--- src/osc_trim_regs.svh ---
// Constants for oscillator trim, clock output and reset-kind logic
`ifndef OSC_TRIM_REGS_SVH
`define OSC_TRIM_REGS_SVH

// Oscillator select codes
`define SEL_EXTERNAL_RC_MODE_DIVIDED_CLOCK_OUT 3'h7
`define SEL_EXTERNAL_RC_MODE_IO 3'h6
`define SEL_INTERNAL_RC_MODE_DIVIDED_CLOCK_OUT 3'h5
`define SEL_INTERNAL_RC_MODE_IO 3'h4
`define SEL_INVALID 3'h3
`define SEL_HS 3'h2
`define SEL_XT 3'h1
`define SEL_LP 3'h0
`define SEL_RESET 3'h4

// Trim register layout
`define TRIM_FINE_MSB 7
`define TRIM_FINE_LSB 4
`define TRIM_FAST_BIT 3
`define TRIM_SLOW_BIT 2
`define TRIM_IMPL_MASK 8'hFC
`define TRIM_RESET 8'h80

// Internal oscillator phase model, 16-bit accumulator at system clock
`define NCO_BASE 16'h127B
`define NCO_FINE_STEP 16'h0040
`define NCO_COARSE_STEP 16'h0200

// Timing
`define CLK_PERIOD_NS 20
`define PIN_FILTER_NS 200
`define PIN_FILTER_CYCLES ((`PIN_FILTER_NS + `CLK_PERIOD_NS - 1) / `CLK_PERIOD_NS)
`define RESET_HOLD_CYCLES 4
`define DIVIDED_CLOCK_OUT_DIVIDE 4

`endif

--- src/osc_trim_pkg.sv ---
// Types and decode helpers for oscillator and reset-kind logic
`include "osc_trim_regs.svh"

package osc_trim_pkg;

  typedef enum logic [2:0] {
    crystal_low_power,
    crystal_standard,
    crystal_high_speed,
    mode_invalid,
    internal_rc_mode,
    internal_rc_divided_clock_out,
    external_rc_mode,
    external_rc_divided_clock_out
  } osc_mode_e;

  typedef enum logic [2:0] {
    kind_power_on,
    kind_pin_run,
    kind_pin_sleep,
    kind_watchdog_run,
    kind_watchdog_wake,
    kind_interrupt_wake
  } reset_kind_e;

  typedef enum logic [1:0] {
    seq_hold,
    seq_run,
    seq_sleep
  } seq_state_e;

  function automatic osc_mode_e decode_mode(input logic [2:0] sel);
    osc_mode_e m;
    m = mode_invalid;
    unique case (sel)
      `SEL_EXTERNAL_RC_MODE_DIVIDED_CLOCK_OUT: m = external_rc_divided_clock_out;
      `SEL_EXTERNAL_RC_MODE_IO: m = external_rc_mode;
      `SEL_INTERNAL_RC_MODE_DIVIDED_CLOCK_OUT: m = internal_rc_divided_clock_out;
      `SEL_INTERNAL_RC_MODE_IO: m = internal_rc_mode;
      `SEL_INVALID: m = mode_invalid;
      `SEL_HS: m = crystal_high_speed;
      `SEL_XT: m = crystal_standard;
      `SEL_LP: m = crystal_low_power;
    endcase
    return m;
  endfunction

  function automatic logic is_internal(input osc_mode_e m);
    return (m == internal_rc_mode) || (m == internal_rc_divided_clock_out);
  endfunction

  function automatic logic has_divided_clock_out(input osc_mode_e m);
    return (m == internal_rc_divided_clock_out) || (m == external_rc_divided_clock_out);
  endfunction

endpackage

--- src/osc_trim_divided_clock_out_reset_kinds.sv ---
// Clock source select, RC trim, divided clock out and reset-kind tracking
`timescale 1ns/1ps
`include "osc_trim_regs.svh"

module osc_trim_divided_clock_out_reset_kinds #(
  parameter int HOLD_CYCLES = `RESET_HOLD_CYCLES,
  parameter int FILTER_CYCLES = `PIN_FILTER_CYCLES,
  parameter int RETAIN_W = 8
) (
  input wire logic clk,
  input wire logic rst_n,
  input wire logic [2:0] osc_select,
  input wire logic osc_in_pin,
  output logic osc_out_pin_o,
  output logic osc_out_pin_oe,
  input wire logic external_reset_pin_n,
  output logic external_reset_pin_o,
  output logic external_reset_pin_oe,
  input wire logic trim_wr_en,
  input wire logic [7:0] trim_wr_data,
  output logic [7:0] trim_rd_data,
  input wire logic retained_wr_en,
  input wire logic [RETAIN_W-1:0] retained_wr_data,
  output logic [RETAIN_W-1:0] retained_rd_data,
  input wire logic watchdog_timer_expire,
  input wire logic sleep_enter,
  input wire logic clear_watchdog,
  input wire logic interrupt_wake,
  output logic osc_tick,
  output osc_trim_pkg::osc_mode_e osc_mode,
  output logic config_invalid,
  output logic core_reset,
  output logic wake_pulse,
  output osc_trim_pkg::reset_kind_e reset_kind,
  output logic watchdog_expired_flag,
  output logic sleep_flag
);
  import osc_trim_pkg::*;

  localparam int HW = $clog2(HOLD_CYCLES + 1);
  localparam logic [HW-1:0] HOLD_LOAD = HW'(HOLD_CYCLES);
  localparam logic [1:0] DIV_LAST = 2'(`DIVIDED_CLOCK_OUT_DIVIDE - 1);

  // Configuration strap, taken once after reset release
  logic [2:0] sel_q;
  logic cfg_loaded_q;
  osc_mode_e mode;

  always_ff @(posedge clk or negedge rst_n) begin
    if (!rst_n) begin
      sel_q <= `SEL_RESET;
      cfg_loaded_q <= 1'b0;
    end else if (!cfg_loaded_q) begin
      sel_q <= osc_select;
      cfg_loaded_q <= 1'b1;
    end
  end

  // Mode decode shared by the source mux and the pin driver
  assign mode = decode_mode(sel_q);
  assign osc_mode = mode;
  assign config_invalid = (mode == mode_invalid);

  // Filtered reset pin
  logic pin_reset;
  reset_pin_filter #(
    .FILTER_CYCLES(FILTER_CYCLES)
  ) u_pin_filter (
    .clk(clk),
    .rst_n(rst_n),
    .pin_n(external_reset_pin_n),
    .asserted(pin_reset)
  );

  // Watchdog resets never drive the pin; it is input only here
  assign external_reset_pin_o = 1'b0;
  assign external_reset_pin_oe = 1'b0;

  // Sampler for the oscillator input pin, crystal or external clock
  logic oi1_q, oi2_q, oi3_q, oi_level_q, oi_prev_q;
  logic ext_tick;
  always_ff @(posedge clk or negedge rst_n) begin
    if (!rst_n) begin
      oi1_q <= 1'b0;
      oi2_q <= 1'b0;
      oi3_q <= 1'b0;
      oi_level_q <= 1'b0;
      oi_prev_q <= 1'b0;
    end else begin
      oi1_q <= osc_in_pin;
      oi2_q <= oi1_q;
      oi3_q <= oi2_q;
      if (oi2_q == oi3_q) oi_level_q <= oi3_q;
      oi_prev_q <= oi_level_q;
    end
  end

  // One source period per rising edge seen on the pin
  assign ext_tick = oi_level_q && !oi_prev_q;

  // Trim register; unimplemented low bits are never stored
  logic [7:0] trim_q;
  always_ff @(posedge clk or negedge rst_n) begin
    if (!rst_n) begin
      trim_q <= `TRIM_RESET;
    end else if (core_reset) begin
      trim_q <= `TRIM_RESET;
    end else if (trim_wr_en) begin
      trim_q <= trim_wr_data & `TRIM_IMPL_MASK;
    end
  end
  assign trim_rd_data = trim_q;

  // Trim fields feeding the internal oscillator model
  logic [3:0] fine;
  logic coarse_speedup;
  logic coarse_slowdown;
  logic [15:0] fine_part;
  logic [15:0] up_part;
  logic [15:0] down_part;
  logic [15:0] nco_inc;
  assign fine = trim_q[`TRIM_FINE_MSB:`TRIM_FINE_LSB];
  assign coarse_speedup = trim_q[`TRIM_FAST_BIT];
  assign coarse_slowdown = trim_q[`TRIM_SLOW_BIT];
  assign fine_part = 16'(16'(fine) * `NCO_FINE_STEP);
  assign up_part = coarse_speedup ? `NCO_COARSE_STEP : 16'h0000;
  assign down_part = coarse_slowdown ? `NCO_COARSE_STEP : 16'h0000;
  // Base leaves room for the coarse step down, so no underflow
  assign nco_inc = 16'(`NCO_BASE + fine_part + up_part - down_part);

  // Phase accumulator; carry is one internal oscillator period
  logic [15:0] nco_q;
  logic [16:0] nco_sum;
  logic int_tick;
  assign nco_sum = {1'b0, nco_q} + {1'b0, nco_inc};
  assign int_tick = nco_sum[16];

  always_ff @(posedge clk or negedge rst_n) begin
    if (!rst_n) begin
      nco_q <= 16'h0000;
    end else begin
      nco_q <= nco_sum[15:0];
    end
  end

  // Source select; an invalid code gives no clock at all
  logic src_tick;
  assign src_tick = is_internal(mode) ? int_tick :
                    (config_invalid ? 1'b0 : ext_tick);
  assign osc_tick = src_tick;

  // Divide by four; pin shows the top bit of the divider
  logic [1:0] div_q;
  logic out_q;
  always_ff @(posedge clk or negedge rst_n) begin
    if (!rst_n) begin
      div_q <= 2'h0;
    end else if (src_tick) begin
      div_q <= (div_q == DIV_LAST) ? 2'h0 : div_q + 2'h1;
    end
  end

  // Pin is held low while the reset pin is asserted
  always_ff @(posedge clk or negedge rst_n) begin
    if (!rst_n) begin
      out_q <= 1'b0;
    end else begin
      out_q <= pin_reset ? 1'b0 : div_q[1];
    end
  end

  // Other modes leave the pin to the crystal or the port logic
  assign osc_out_pin_oe = has_divided_clock_out(mode);
  assign osc_out_pin_o = osc_out_pin_oe & out_q;

  // Reset-kind sequencer state
  seq_state_e state_q, state_d;
  logic [HW-1:0] hold_q, hold_d;
  reset_kind_e kind_q, kind_d;
  logic expired_q, expired_d;
  logic asleep_q, asleep_d;
  logic wake_q, wake_d;

  // Pin reset outranks the watchdog, which outranks core requests
  always_comb begin
    state_d = state_q;
    hold_d = hold_q;
    kind_d = kind_q;
    expired_d = expired_q;
    asleep_d = asleep_q;
    wake_d = 1'b0;
    unique case (state_q)
      seq_hold: begin
        if (pin_reset) begin
          hold_d = HOLD_LOAD;
        end else if (hold_q != '0) begin
          hold_d = hold_q - HW'(1);
        end else begin
          state_d = seq_run;
        end
      end
      seq_run: begin
        if (pin_reset) begin
          state_d = seq_hold;
          hold_d = HOLD_LOAD;
          kind_d = kind_pin_run;
        end else if (watchdog_timer_expire) begin
          state_d = seq_hold;
          hold_d = HOLD_LOAD;
          kind_d = kind_watchdog_run;
          expired_d = 1'b1;
        end else if (sleep_enter) begin
          state_d = seq_sleep;
          expired_d = 1'b0;
          asleep_d = 1'b1;
        end else if (clear_watchdog) begin
          expired_d = 1'b0;
          asleep_d = 1'b0;
        end
      end
      seq_sleep: begin
        if (pin_reset) begin
          state_d = seq_hold;
          hold_d = HOLD_LOAD;
          kind_d = kind_pin_sleep;
          expired_d = 1'b0;
          asleep_d = 1'b1;
        end else if (watchdog_timer_expire) begin
          state_d = seq_run;
          kind_d = kind_watchdog_wake;
          expired_d = 1'b1;
          asleep_d = 1'b1;
          wake_d = 1'b1;
        end else if (interrupt_wake) begin
          state_d = seq_run;
          kind_d = kind_interrupt_wake;
          expired_d = 1'b0;
          asleep_d = 1'b1;
          wake_d = 1'b1;
        end
      end
    endcase
  end

  // Power-on starts in hold with both flags reading one
  always_ff @(posedge clk or negedge rst_n) begin
    if (!rst_n) begin
      state_q <= seq_hold;
      hold_q <= HOLD_LOAD;
      kind_q <= kind_power_on;
      expired_q <= 1'b0;
      asleep_q <= 1'b0;
      wake_q <= 1'b0;
    end else begin
      state_q <= state_d;
      hold_q <= hold_d;
      kind_q <= kind_d;
      expired_q <= expired_d;
      asleep_q <= asleep_d;
      wake_q <= wake_d;
    end
  end

  // Flags stored inverted so reset needs a zero constant
  assign watchdog_expired_flag = !expired_q ? 1'b1 : 1'b0;
  assign sleep_flag = !asleep_q ? 1'b1 : 1'b0;
  assign core_reset = (state_q == seq_hold);
  assign wake_pulse = wake_q;
  assign reset_kind = kind_q;

  // Storage with no reset at all; power-on leaves it undefined
  logic [RETAIN_W-1:0] retained_q;
  always_ff @(posedge clk) begin
    if (retained_wr_en) begin
      retained_q <= retained_wr_data;
    end
  end
  assign retained_rd_data = retained_q;
endmodule

--- src/reset_pin_filter.sv ---
// Synchroniser and pulse filter for the external reset pin
`timescale 1ns/1ps
`include "osc_trim_regs.svh"

module reset_pin_filter #(
  parameter int FILTER_CYCLES = `PIN_FILTER_CYCLES
) (
  input wire logic clk,
  input wire logic rst_n,
  input wire logic pin_n,
  output logic asserted
);
  localparam int CW = $clog2(FILTER_CYCLES + 1);
  localparam logic [CW-1:0] LIMIT = CW'(FILTER_CYCLES);

  logic s1_q, s2_q, s3_q, level_q;
  logic [CW-1:0] cnt_q;
  logic asserted_q;

  // Three-stage sampler; level moves only when stages two and three agree
  always_ff @(posedge clk or negedge rst_n) begin
    if (!rst_n) begin
      s1_q <= 1'b1;
      s2_q <= 1'b1;
      s3_q <= 1'b1;
      level_q <= 1'b1;
    end else begin
      s1_q <= pin_n;
      s2_q <= s1_q;
      s3_q <= s2_q;
      if (s2_q == s3_q) level_q <= s3_q;
    end
  end

  // Low level must persist LIMIT + 1 cycles; shorter dips are dropped
  always_ff @(posedge clk or negedge rst_n) begin
    if (!rst_n) begin
      cnt_q <= '0;
      asserted_q <= 1'b0;
    end else if (level_q) begin
      cnt_q <= '0;
      asserted_q <= 1'b0;
    end else if (cnt_q != LIMIT) begin
      cnt_q <= cnt_q + CW'(1);
    end else begin
      asserted_q <= 1'b1;
    end
  end

  assign asserted = asserted_q;
endmodule

--- config.mk ---
export PLATFORM = sky130hd
export DESIGN_NAME = osc_trim_divided_clock_out_reset_kinds
export DESIGN_NICKNAME = d
export VERILOG_FILES = /design/src/osc_trim_pkg.sv /design/src/osc_trim_divided_clock_out_reset_kinds.sv /design/src/reset_pin_filter.sv
export VERILOG_INCLUDE_DIRS = /design/src
export SDC_FILE = /design/constraint.sdc
export NUM_CORES = 1
export LEC_CHECK = 0
export BUFFER_PORTS_ARGS = -buffer_cell sky130_fd_sc_hd__buf_2
export CAP_MARGIN = 20
export CELL_PAD_IN_SITES_DETAIL_PLACEMENT = 1
export CELL_PAD_IN_SITES_GLOBAL_PLACEMENT = 2
export CORE_ASPECT_RATIO = 1.1
export CORE_MARGIN = 3
export CORE_UTILIZATION = 35
export CTS_CLUSTER_DIAMETER = 150
export DETAILED_ROUTE_END_ITERATION = 6
export PLACE_DENSITY_LB_ADDON = 0.3
export SLEW_MARGIN = 20
export SYNTH_ARGS = -nofsm -noshare
export SYNTH_HDL_FRONTEND = slang
export SYNTH_SLANG_ARGS = --single-unit
export TNS_END_PERCENT = 10
--- constraint.sdc ---
create_clock -name clk -period 4.1 [get_ports clk]
set_clock_uncertainty 0.15 [all_clocks]
set_input_delay 0.615 -clock clk [delete_from_list [all_inputs] [get_ports clk]]
set_output_delay 0.615 -clock clk [all_outputs]
set_load 0.03 [all_outputs]
# --- Yosys cells after proc, flatten, opt, wreduce, memory -nomap -nowiden ---
# Memory sizes are Yosys's and may differ from the RTL's.
# Cells that the tools add are included.
word_totals:
  reg_bits: 64
  rom_bits: 24
  input_bits: 29
  out_inout_bits: 32
  word_cells: 123
  n_memories: 1
classes:
  addsub: 7
  eq_ne: 22
  n_mux: 54
  bitwise: 1
  reduce_logical: 14
memory_table:
  columns: ["memory", "depth", "word_bits", "rd", "rd_ports_with_merged_regs", "wr", "line", "text"]
  rows:
  - ["(name not given)", 8, 3, 1, 0, 0, "osc_trim_pkg.sv:35", "unique case (sel)"]
ops:
  columns: ["op", "n"]
  rows:
  - ["two-way mux 3 bit", 10]
  - ["two-way mux 1 bit", 24]
  - ["two-way mux 10 bit", 2]
  - ["two-way mux 2 bit", 9]
  - ["adder 16 x 16 -> 17 bit", 1]
  - ["two-way mux 8 bit", 2]
  - ["subtractor 15 x 10 -> 16 bit", 1]
  - ["adder 14 x 10 -> 15 bit", 1]
  - ["adder 13 x 10 -> 14 bit, first input constant", 1]
  - ["equality test 3 bit, second input constant", 3]
  - ["case mux 3 bit (3 select lines)", 1]
  - ["two-way mux 4 bit", 2]
  - ["inequality test 2 bit, second input constant", 4]
  - ["inequality test 4 x 3 -> 1 bit, second input constant", 2]
  - ["inequality test 4 bit, second input constant", 2]
  - ["AND reduction 4 bit", 2]
  - ["case mux 2 bit (3 select lines)", 1]
  - ["case mux 3 bit (2 select lines)", 1]
  - ["AND reduction 3 bit", 2]
  - ["nonzero test 2 bit", 3]
  - ["AND reduction 5 bit", 1]
  - ["adder 4 x 1 -> 4 bit, second input constant", 1]
  - ["equality test 2 bit, second input constant", 2]
  - ["inequality test 2 x 1 -> 1 bit, second input constant", 2]
  - ["15 further kinds", 18]

# --- Logic depth before layout (Yosys ltp) ---
logic_depth:
  ltp_word: 5
  ltp_mapped: 14

# --- Hierarchy ---
# A second synthesis with hierarchy kept.
hier_totals:
  hier_cells: 281
  hier_area_um2: 3146.8
by_module_without_submodules:
  columns: ["module", "instances", "cells_each", "area_per_inst_um2", "seq_area_each_um2"]
  rows:
  - ["osc_trim_divided_clock_out_reset_kinds", 1, 253, 2778.9, 1370.1]
  - ["reset_pin_filter", 1, 28, 367.9, 230.2]

# --- Least setup slack after synthesis ---
# No wires, ideal clock.
synth_timing:
  path_kind: "register to output"
  start: "register trim_q[3], in the netlist trim_rd_data[3]"
  end: "output osc_tick"
  t_arrival_ns: 3.159
  setup_slack_ns: 0.176
  path_stages_with_launch: 15
  path_buffers: 0
  cell_sequence: "dfrtp_1 inv_1 ha_1 fa_1 inv_1 ha_1 a21oi_1 o21bai_1 xor2_1 ha_1 a21o_1 a21oi_1 o22ai_1 a21oi_2 inv_1"
synth_between:
  elab_chain_len: 5
synth_lines:
  columns: ["element", "line", "text"]
  rows:
  - ["start, declared", "osc_trim_divided_clock_out_reset_kinds.sv:102", "logic [7:0] trim_q;"]
  - ["start signal, assigned", "osc_trim_divided_clock_out_reset_kinds.sv:105", "trim_q <= `TRIM_RESET;"]
  - ["start signal, assigned", "osc_trim_divided_clock_out_reset_kinds.sv:107", "trim_q <= `TRIM_RESET;"]
  - ["start signal, assigned", "osc_trim_divided_clock_out_reset_kinds.sv:109", "trim_q <= trim_wr_data & `TRIM_IMPL_MASK;"]
  - ["two-way mux 10 bit", "osc_trim_divided_clock_out_reset_kinds.sv:126", "assign up_part = coarse_speedup ? `NCO_COARSE_STEP : 16'h0000;"]
  - ["adder 14 x 10 -> 15 bit (no source line)", null, null]
  - ["subtractor 15 x 10 -> 16 bit (no source line)", null, null]
  - ["adder 16 x 16 -> 17 bit", "osc_trim_divided_clock_out_reset_kinds.sv:135", "assign nco_sum = {1'b0, nco_q} + {1'b0, nco_inc};"]
  - ["two-way mux 1 bit", "osc_trim_divided_clock_out_reset_kinds.sv:148", "assign src_tick = is_internal(mode) ? int_tick :"]
  - ["end, declared", "osc_trim_divided_clock_out_reset_kinds.sv:29", "output logic osc_tick,"]
# Every way passes these cells.

# --- Worst setup path in the final report ---
layout_timing:
  start: "register trim_q[3], in the netlist trim_rd_data[3]"
  end: "register div_q[0]"
layout_between:
  elab_chain_len: 5
layout_lines:
  columns: ["element", "line", "text"]
  rows:
  - ["two-way mux 10 bit", "osc_trim_divided_clock_out_reset_kinds.sv:126", null]
  - ["adder 14 x 10 -> 15 bit (no source line)", null, null]
  - ["subtractor 15 x 10 -> 16 bit (no source line)", null, null]
  - ["adder 16 x 16 -> 17 bit", "osc_trim_divided_clock_out_reset_kinds.sv:135", null]
  - ["two-way mux 1 bit", "osc_trim_divided_clock_out_reset_kinds.sv:148", null]
  - ["end signal, assigned", "osc_trim_divided_clock_out_reset_kinds.sv:159", "div_q <= (div_q == DIV_LAST) ? 2'h0 : div_q + 2'h1;"]
  - ["end, declared", "osc_trim_divided_clock_out_reset_kinds.sv:153", "logic [1:0] div_q;"]
# Every way passes these cells.
# A chain may end at the register's enable or synchronous reset.

==> flow_summary_export.csv <==
group,metric,value,unit
run_status,outcome,"complete, no violations",
sta,maxSlewViolCount,0,
yosys,synth_top_area_share,38.4,%
sta,fmax,0.244,GHz
sta,setup_viol,0,
setup_path,crit_arrival,4.16,ns
drt,post_drt_wl_per_cell,13.3,µm
pwr,netSwitchingPower,1560,µW
clock_tree,clk_path_buf_depth,2,
setup_path,crit_top_cell,"buf_4",
drt,drc_errors,0,
yosys,synth-xor-area-share,5.72,%
die,ios,61,
yosys,synthFlopType,"dfrtp_1",
yosys,ys_ff_latch,62,
yosys,synth_top_family_by_area,"adder cells",
setup_path,crit_fanout,3,
die,dieArea,0.00991,mm²
clock_tree,cts_buffers,9,
setup_path,startpoint_type,"flip-flop",
setup_path,critPathKind,"reg2reg",
grt,grt_pass1_vias,2207,
yosys,synth_compound_area_share,10.2,%
pwr,clkPwrFrac,13.3,%
layout,area_growth,22.6,%
pwr,ir_drop,363,µV
placement,place_area,0.00347,mm²
setup_path,cp_cell_sequence,"inv_1 > ha_1 > fa_1 > inv_2 > ha_4 > a21oi_2 > o21bai_1 > xor2_1 > ha_1 > a21o_1 > a21oi_2 > o22ai_2 > a21oi_2 > buf_4 > buf_4 > buf_4 > buf_4 > buf_4 > buf_4 > buf_4 > buf_4 > mux2_2",
sta,rsz0062_at_grt,"true",
yosys,syn_area,0.00306,mm²
yosys,synthMuxAreaShare,5.19,%
pwr,leakagePower,0.00181,µW
placement,routabilityCongestion,0.737,
yosys,yosys.area_share.simple,11.0,%
grt,grt-ovfl-total,0,
layout,postLayoutCellArea,0.00376,mm²
layout,fin_nets,400,
layout,drive_above_1_share,31.4,%
clock_tree,cts.sinks,62,
setup_path,cp-end-kind,"flip-flop",
die,core-area,0.00845,mm²
setup_path,crit_slowest_cell,"fa_1",
die,die_x,95.2,µm
yosys,synthAdderAreaFrac,11.5,%
clock_tree,postCtsHoldBufs,0,
sta,min_period,4.09,ns
drt,vias,2139,
die,initial_core_util,36.2,%
die,rows,35,
clock_tree,cts_tree,"yes",
grt,antenna_found_initial,0,
yosys,synthTopCellsByArea,"dfrtp_1 (38%), ha_1 (10%), edfxtp_1 (7.8%)",
grt,grt_pass1_wl,10700,µm
clock_tree,cts.clk_slew.worst_paths,0.07,ns
sta,post-route-period-util,99.8,%
sta,worst_slew_pin_slew,0.841,ns
drt,viasPerCell,4.64,
yosys,yosysUniqueCellTypes,44,
hold_path,hp-class,"reg2reg",
pwr,p_comb_share,61.3,%
clock_tree,cts_root_buf,"clkbuf_8",
sta,timing_hold_violations_final,0,
yosys,yosys_warnings,0,
flow_run,maxCapViolations,0,
clock_tree,htreeDepth,3,
grt,grt_max_degree,37,
drt,drt-total-wl,6150,µm
sta,holdWs,0.207,ns
yosys,syn_area_per_cell,11.3,µm²
pwr,sw_frac_of_total,43.5,%
pwr,seq_power_share,25.4,%
drt,dr.pass1.iters,4,
drt,drt_iter0_drc,69,
die,die_y,104,µm
yosys,async_flop_share,87.1,%
placement,portBuffers,54,
sta,slew_headroom,43.9,%
setup_path,cp.required,4.17,ns
grt,track_usage,13.9,%
placement,place_hpwl,4510,µm
pwr,p_int,2030,µW
layout,insertedDiodeCount,0,
drt,ant_nets,0,
pwr,power_density,955,mW/mm²
sta,setup_tns,0,ns
yosys,synth-edff-count,8,
yosys,synth_largest_area_cell,"dfrtp_1",
yosys,synthCells,270,
clock_tree,clk_latency,0.34,ns
layout,finish.utilization,44.4,%
setup_path,slowest_delay,0.50,ns
yosys,seq_area_frac_synth,52.2,%
## power by group through the flow
stage	sequential, µW	combinational [µW]	clock (µW)
after floorplan	998	1510	0
after global placement	919	2040	0
after detailed placement	928	2070	0
after CTS	915	2200	498
after global routing	934	2490	532
final	911	2200	476
## critical path, delay by kind of cell (launching register included)
| kind | cells | cell delay [ns] |
|---|---|---|
| fa+ha+maj | 4 | 1.33 |
| buf+inv | 10 | 0.87 |
| compound gates | 6 | 0.80 |
| flops | 1 | 0.35 |
| mux | 1 | 0.31 |
| xor+xnor | 1 | 0.17 |
## Yosys cell counts (4+ instances only)
master    number
a21o_1         5
a21oi_1       15
buf_4          4
dfrtp_1       47
dfstp_2        7
edfxtp_1       8
ha_1          25
inv_1         22
mux2_2         7
mux2i_1        8
nand2_1       18
nand3_1        7
nor2_1        22
o21ai_0        9
xnor2_1       12
xor2_1         8
## cell families after synthesis
group           Yosys count
flops                    62
mux                      15
buf+inv                  28
other cells               2
compound gates           49
xor+xnor                 20
simple gates             66
fa+ha+maj                28
## cell type report
| class | instances | area, µm² |
|---|---|---|
| Inverter | 22 | 82.6 |
| Clock buffer | 9 | 124 |
| Tap cell | 111 | 139 |
| Clock inverter | 7 | 50.0 |
| Timing Repair Buffer | 67 | 374 |
| Sequential cell | 62 | 1600 |
| Fill cell | 942 | 4700 |
| Multi-Input combinational cell | 183 | 1390 |
## cells in the final DEF (no fill, tap or decap), drive strengths merged, types with 8 or more instances in the layout
cell type,Yosys,routed
edfxtp,8,8
a21oi,16,16
o21ai,9,9
mux2i,8,8
inv,22,23
xor2,8,8
nand2,18,18
nor2,23,23
ha,25,25
dfrtp,47,47
clkbuf,2,9
xnor2,12,12
buf,4,67
## state kept, by name, indices dropped and copies added, names as in the netlist, 2 cells and up
register            count
div_q                   2
u_pin_filter.cnt_q      4
reset_kind              3
state_q                 2
sel_q                   3
hold_q                  3
nco_q                  16
trim_rd_data            6
retained_rd_data        8
## through the flow
| stage | cells | setup WS, ns | power (µW) |
|---|---|---|---|
| 6_report | 461 | 0.00774 | 3590 |
| 5_1_grt | 461 | -0.261 | 3960 |
| 4_1_cts | 461 | 0.00475 | 3620 |
| 3_5_place_dp | 435 | 0.166 | 3000 |
| 3_3_place_gp | 435 | 0.204 | 2960 |
| 2_1_floorplan | 273 | 0.176 | 2500 |
## path summary, 6_finish.rpt
| path | from | to | slack, ns | cells after the start |
|---|---|---|---|---|
| hold reg to reg | u_pin_filter.s1_q$_DFF_PN1_ | u_pin_filter.s2_q$_DFF_PN1_ | 0.21 | 0 |
| max in group asynchronous | rst_n | sel_q[2]$_DFFE_PN1N_ | 2.75 | 2 |
| min in group asynchronous | rst_n | reset_kind[1]$_DFFE_PN0P_ | 0.23 | 1 |
| setup reg to reg | trim_rd_data[3]$_DFFE_PN0P_ | div_q[0]$_DFFE_PN0P_ | 0.008 | 22 |
| setup / recovery | trim_rd_data[3]$_DFFE_PN0P_ | div_q[0]$_DFFE_PN0P_ | 0.008 | 22 |
| hold / removal | u_pin_filter.s1_q$_DFF_PN1_ | u_pin_filter.s2_q$_DFF_PN1_ | 0.21 | 0 |
## layer usage
| layer | global-route usage (%) | up-vias | wire length, µm |
|---|---|---|---|
| met1 | 18.6 | 1042 | 2840 |
| met5 | 0 | - | 0 |
| met3 | 3.84 | 6 | 235 |
| met2 | 21.1 | 35 | 3000 |
| li1 | - | 1056 | - |
| met4 | 5.26 | 0 | 83 |
## repair_timing
action / in CTS / in global routing
gates resized for setup: 7 / 1
pin swaps: 6 / 1
setup endpoints to repair: 1 / 3
buffers inserted: 10 / 0
(Power assumes the default switching activity.)
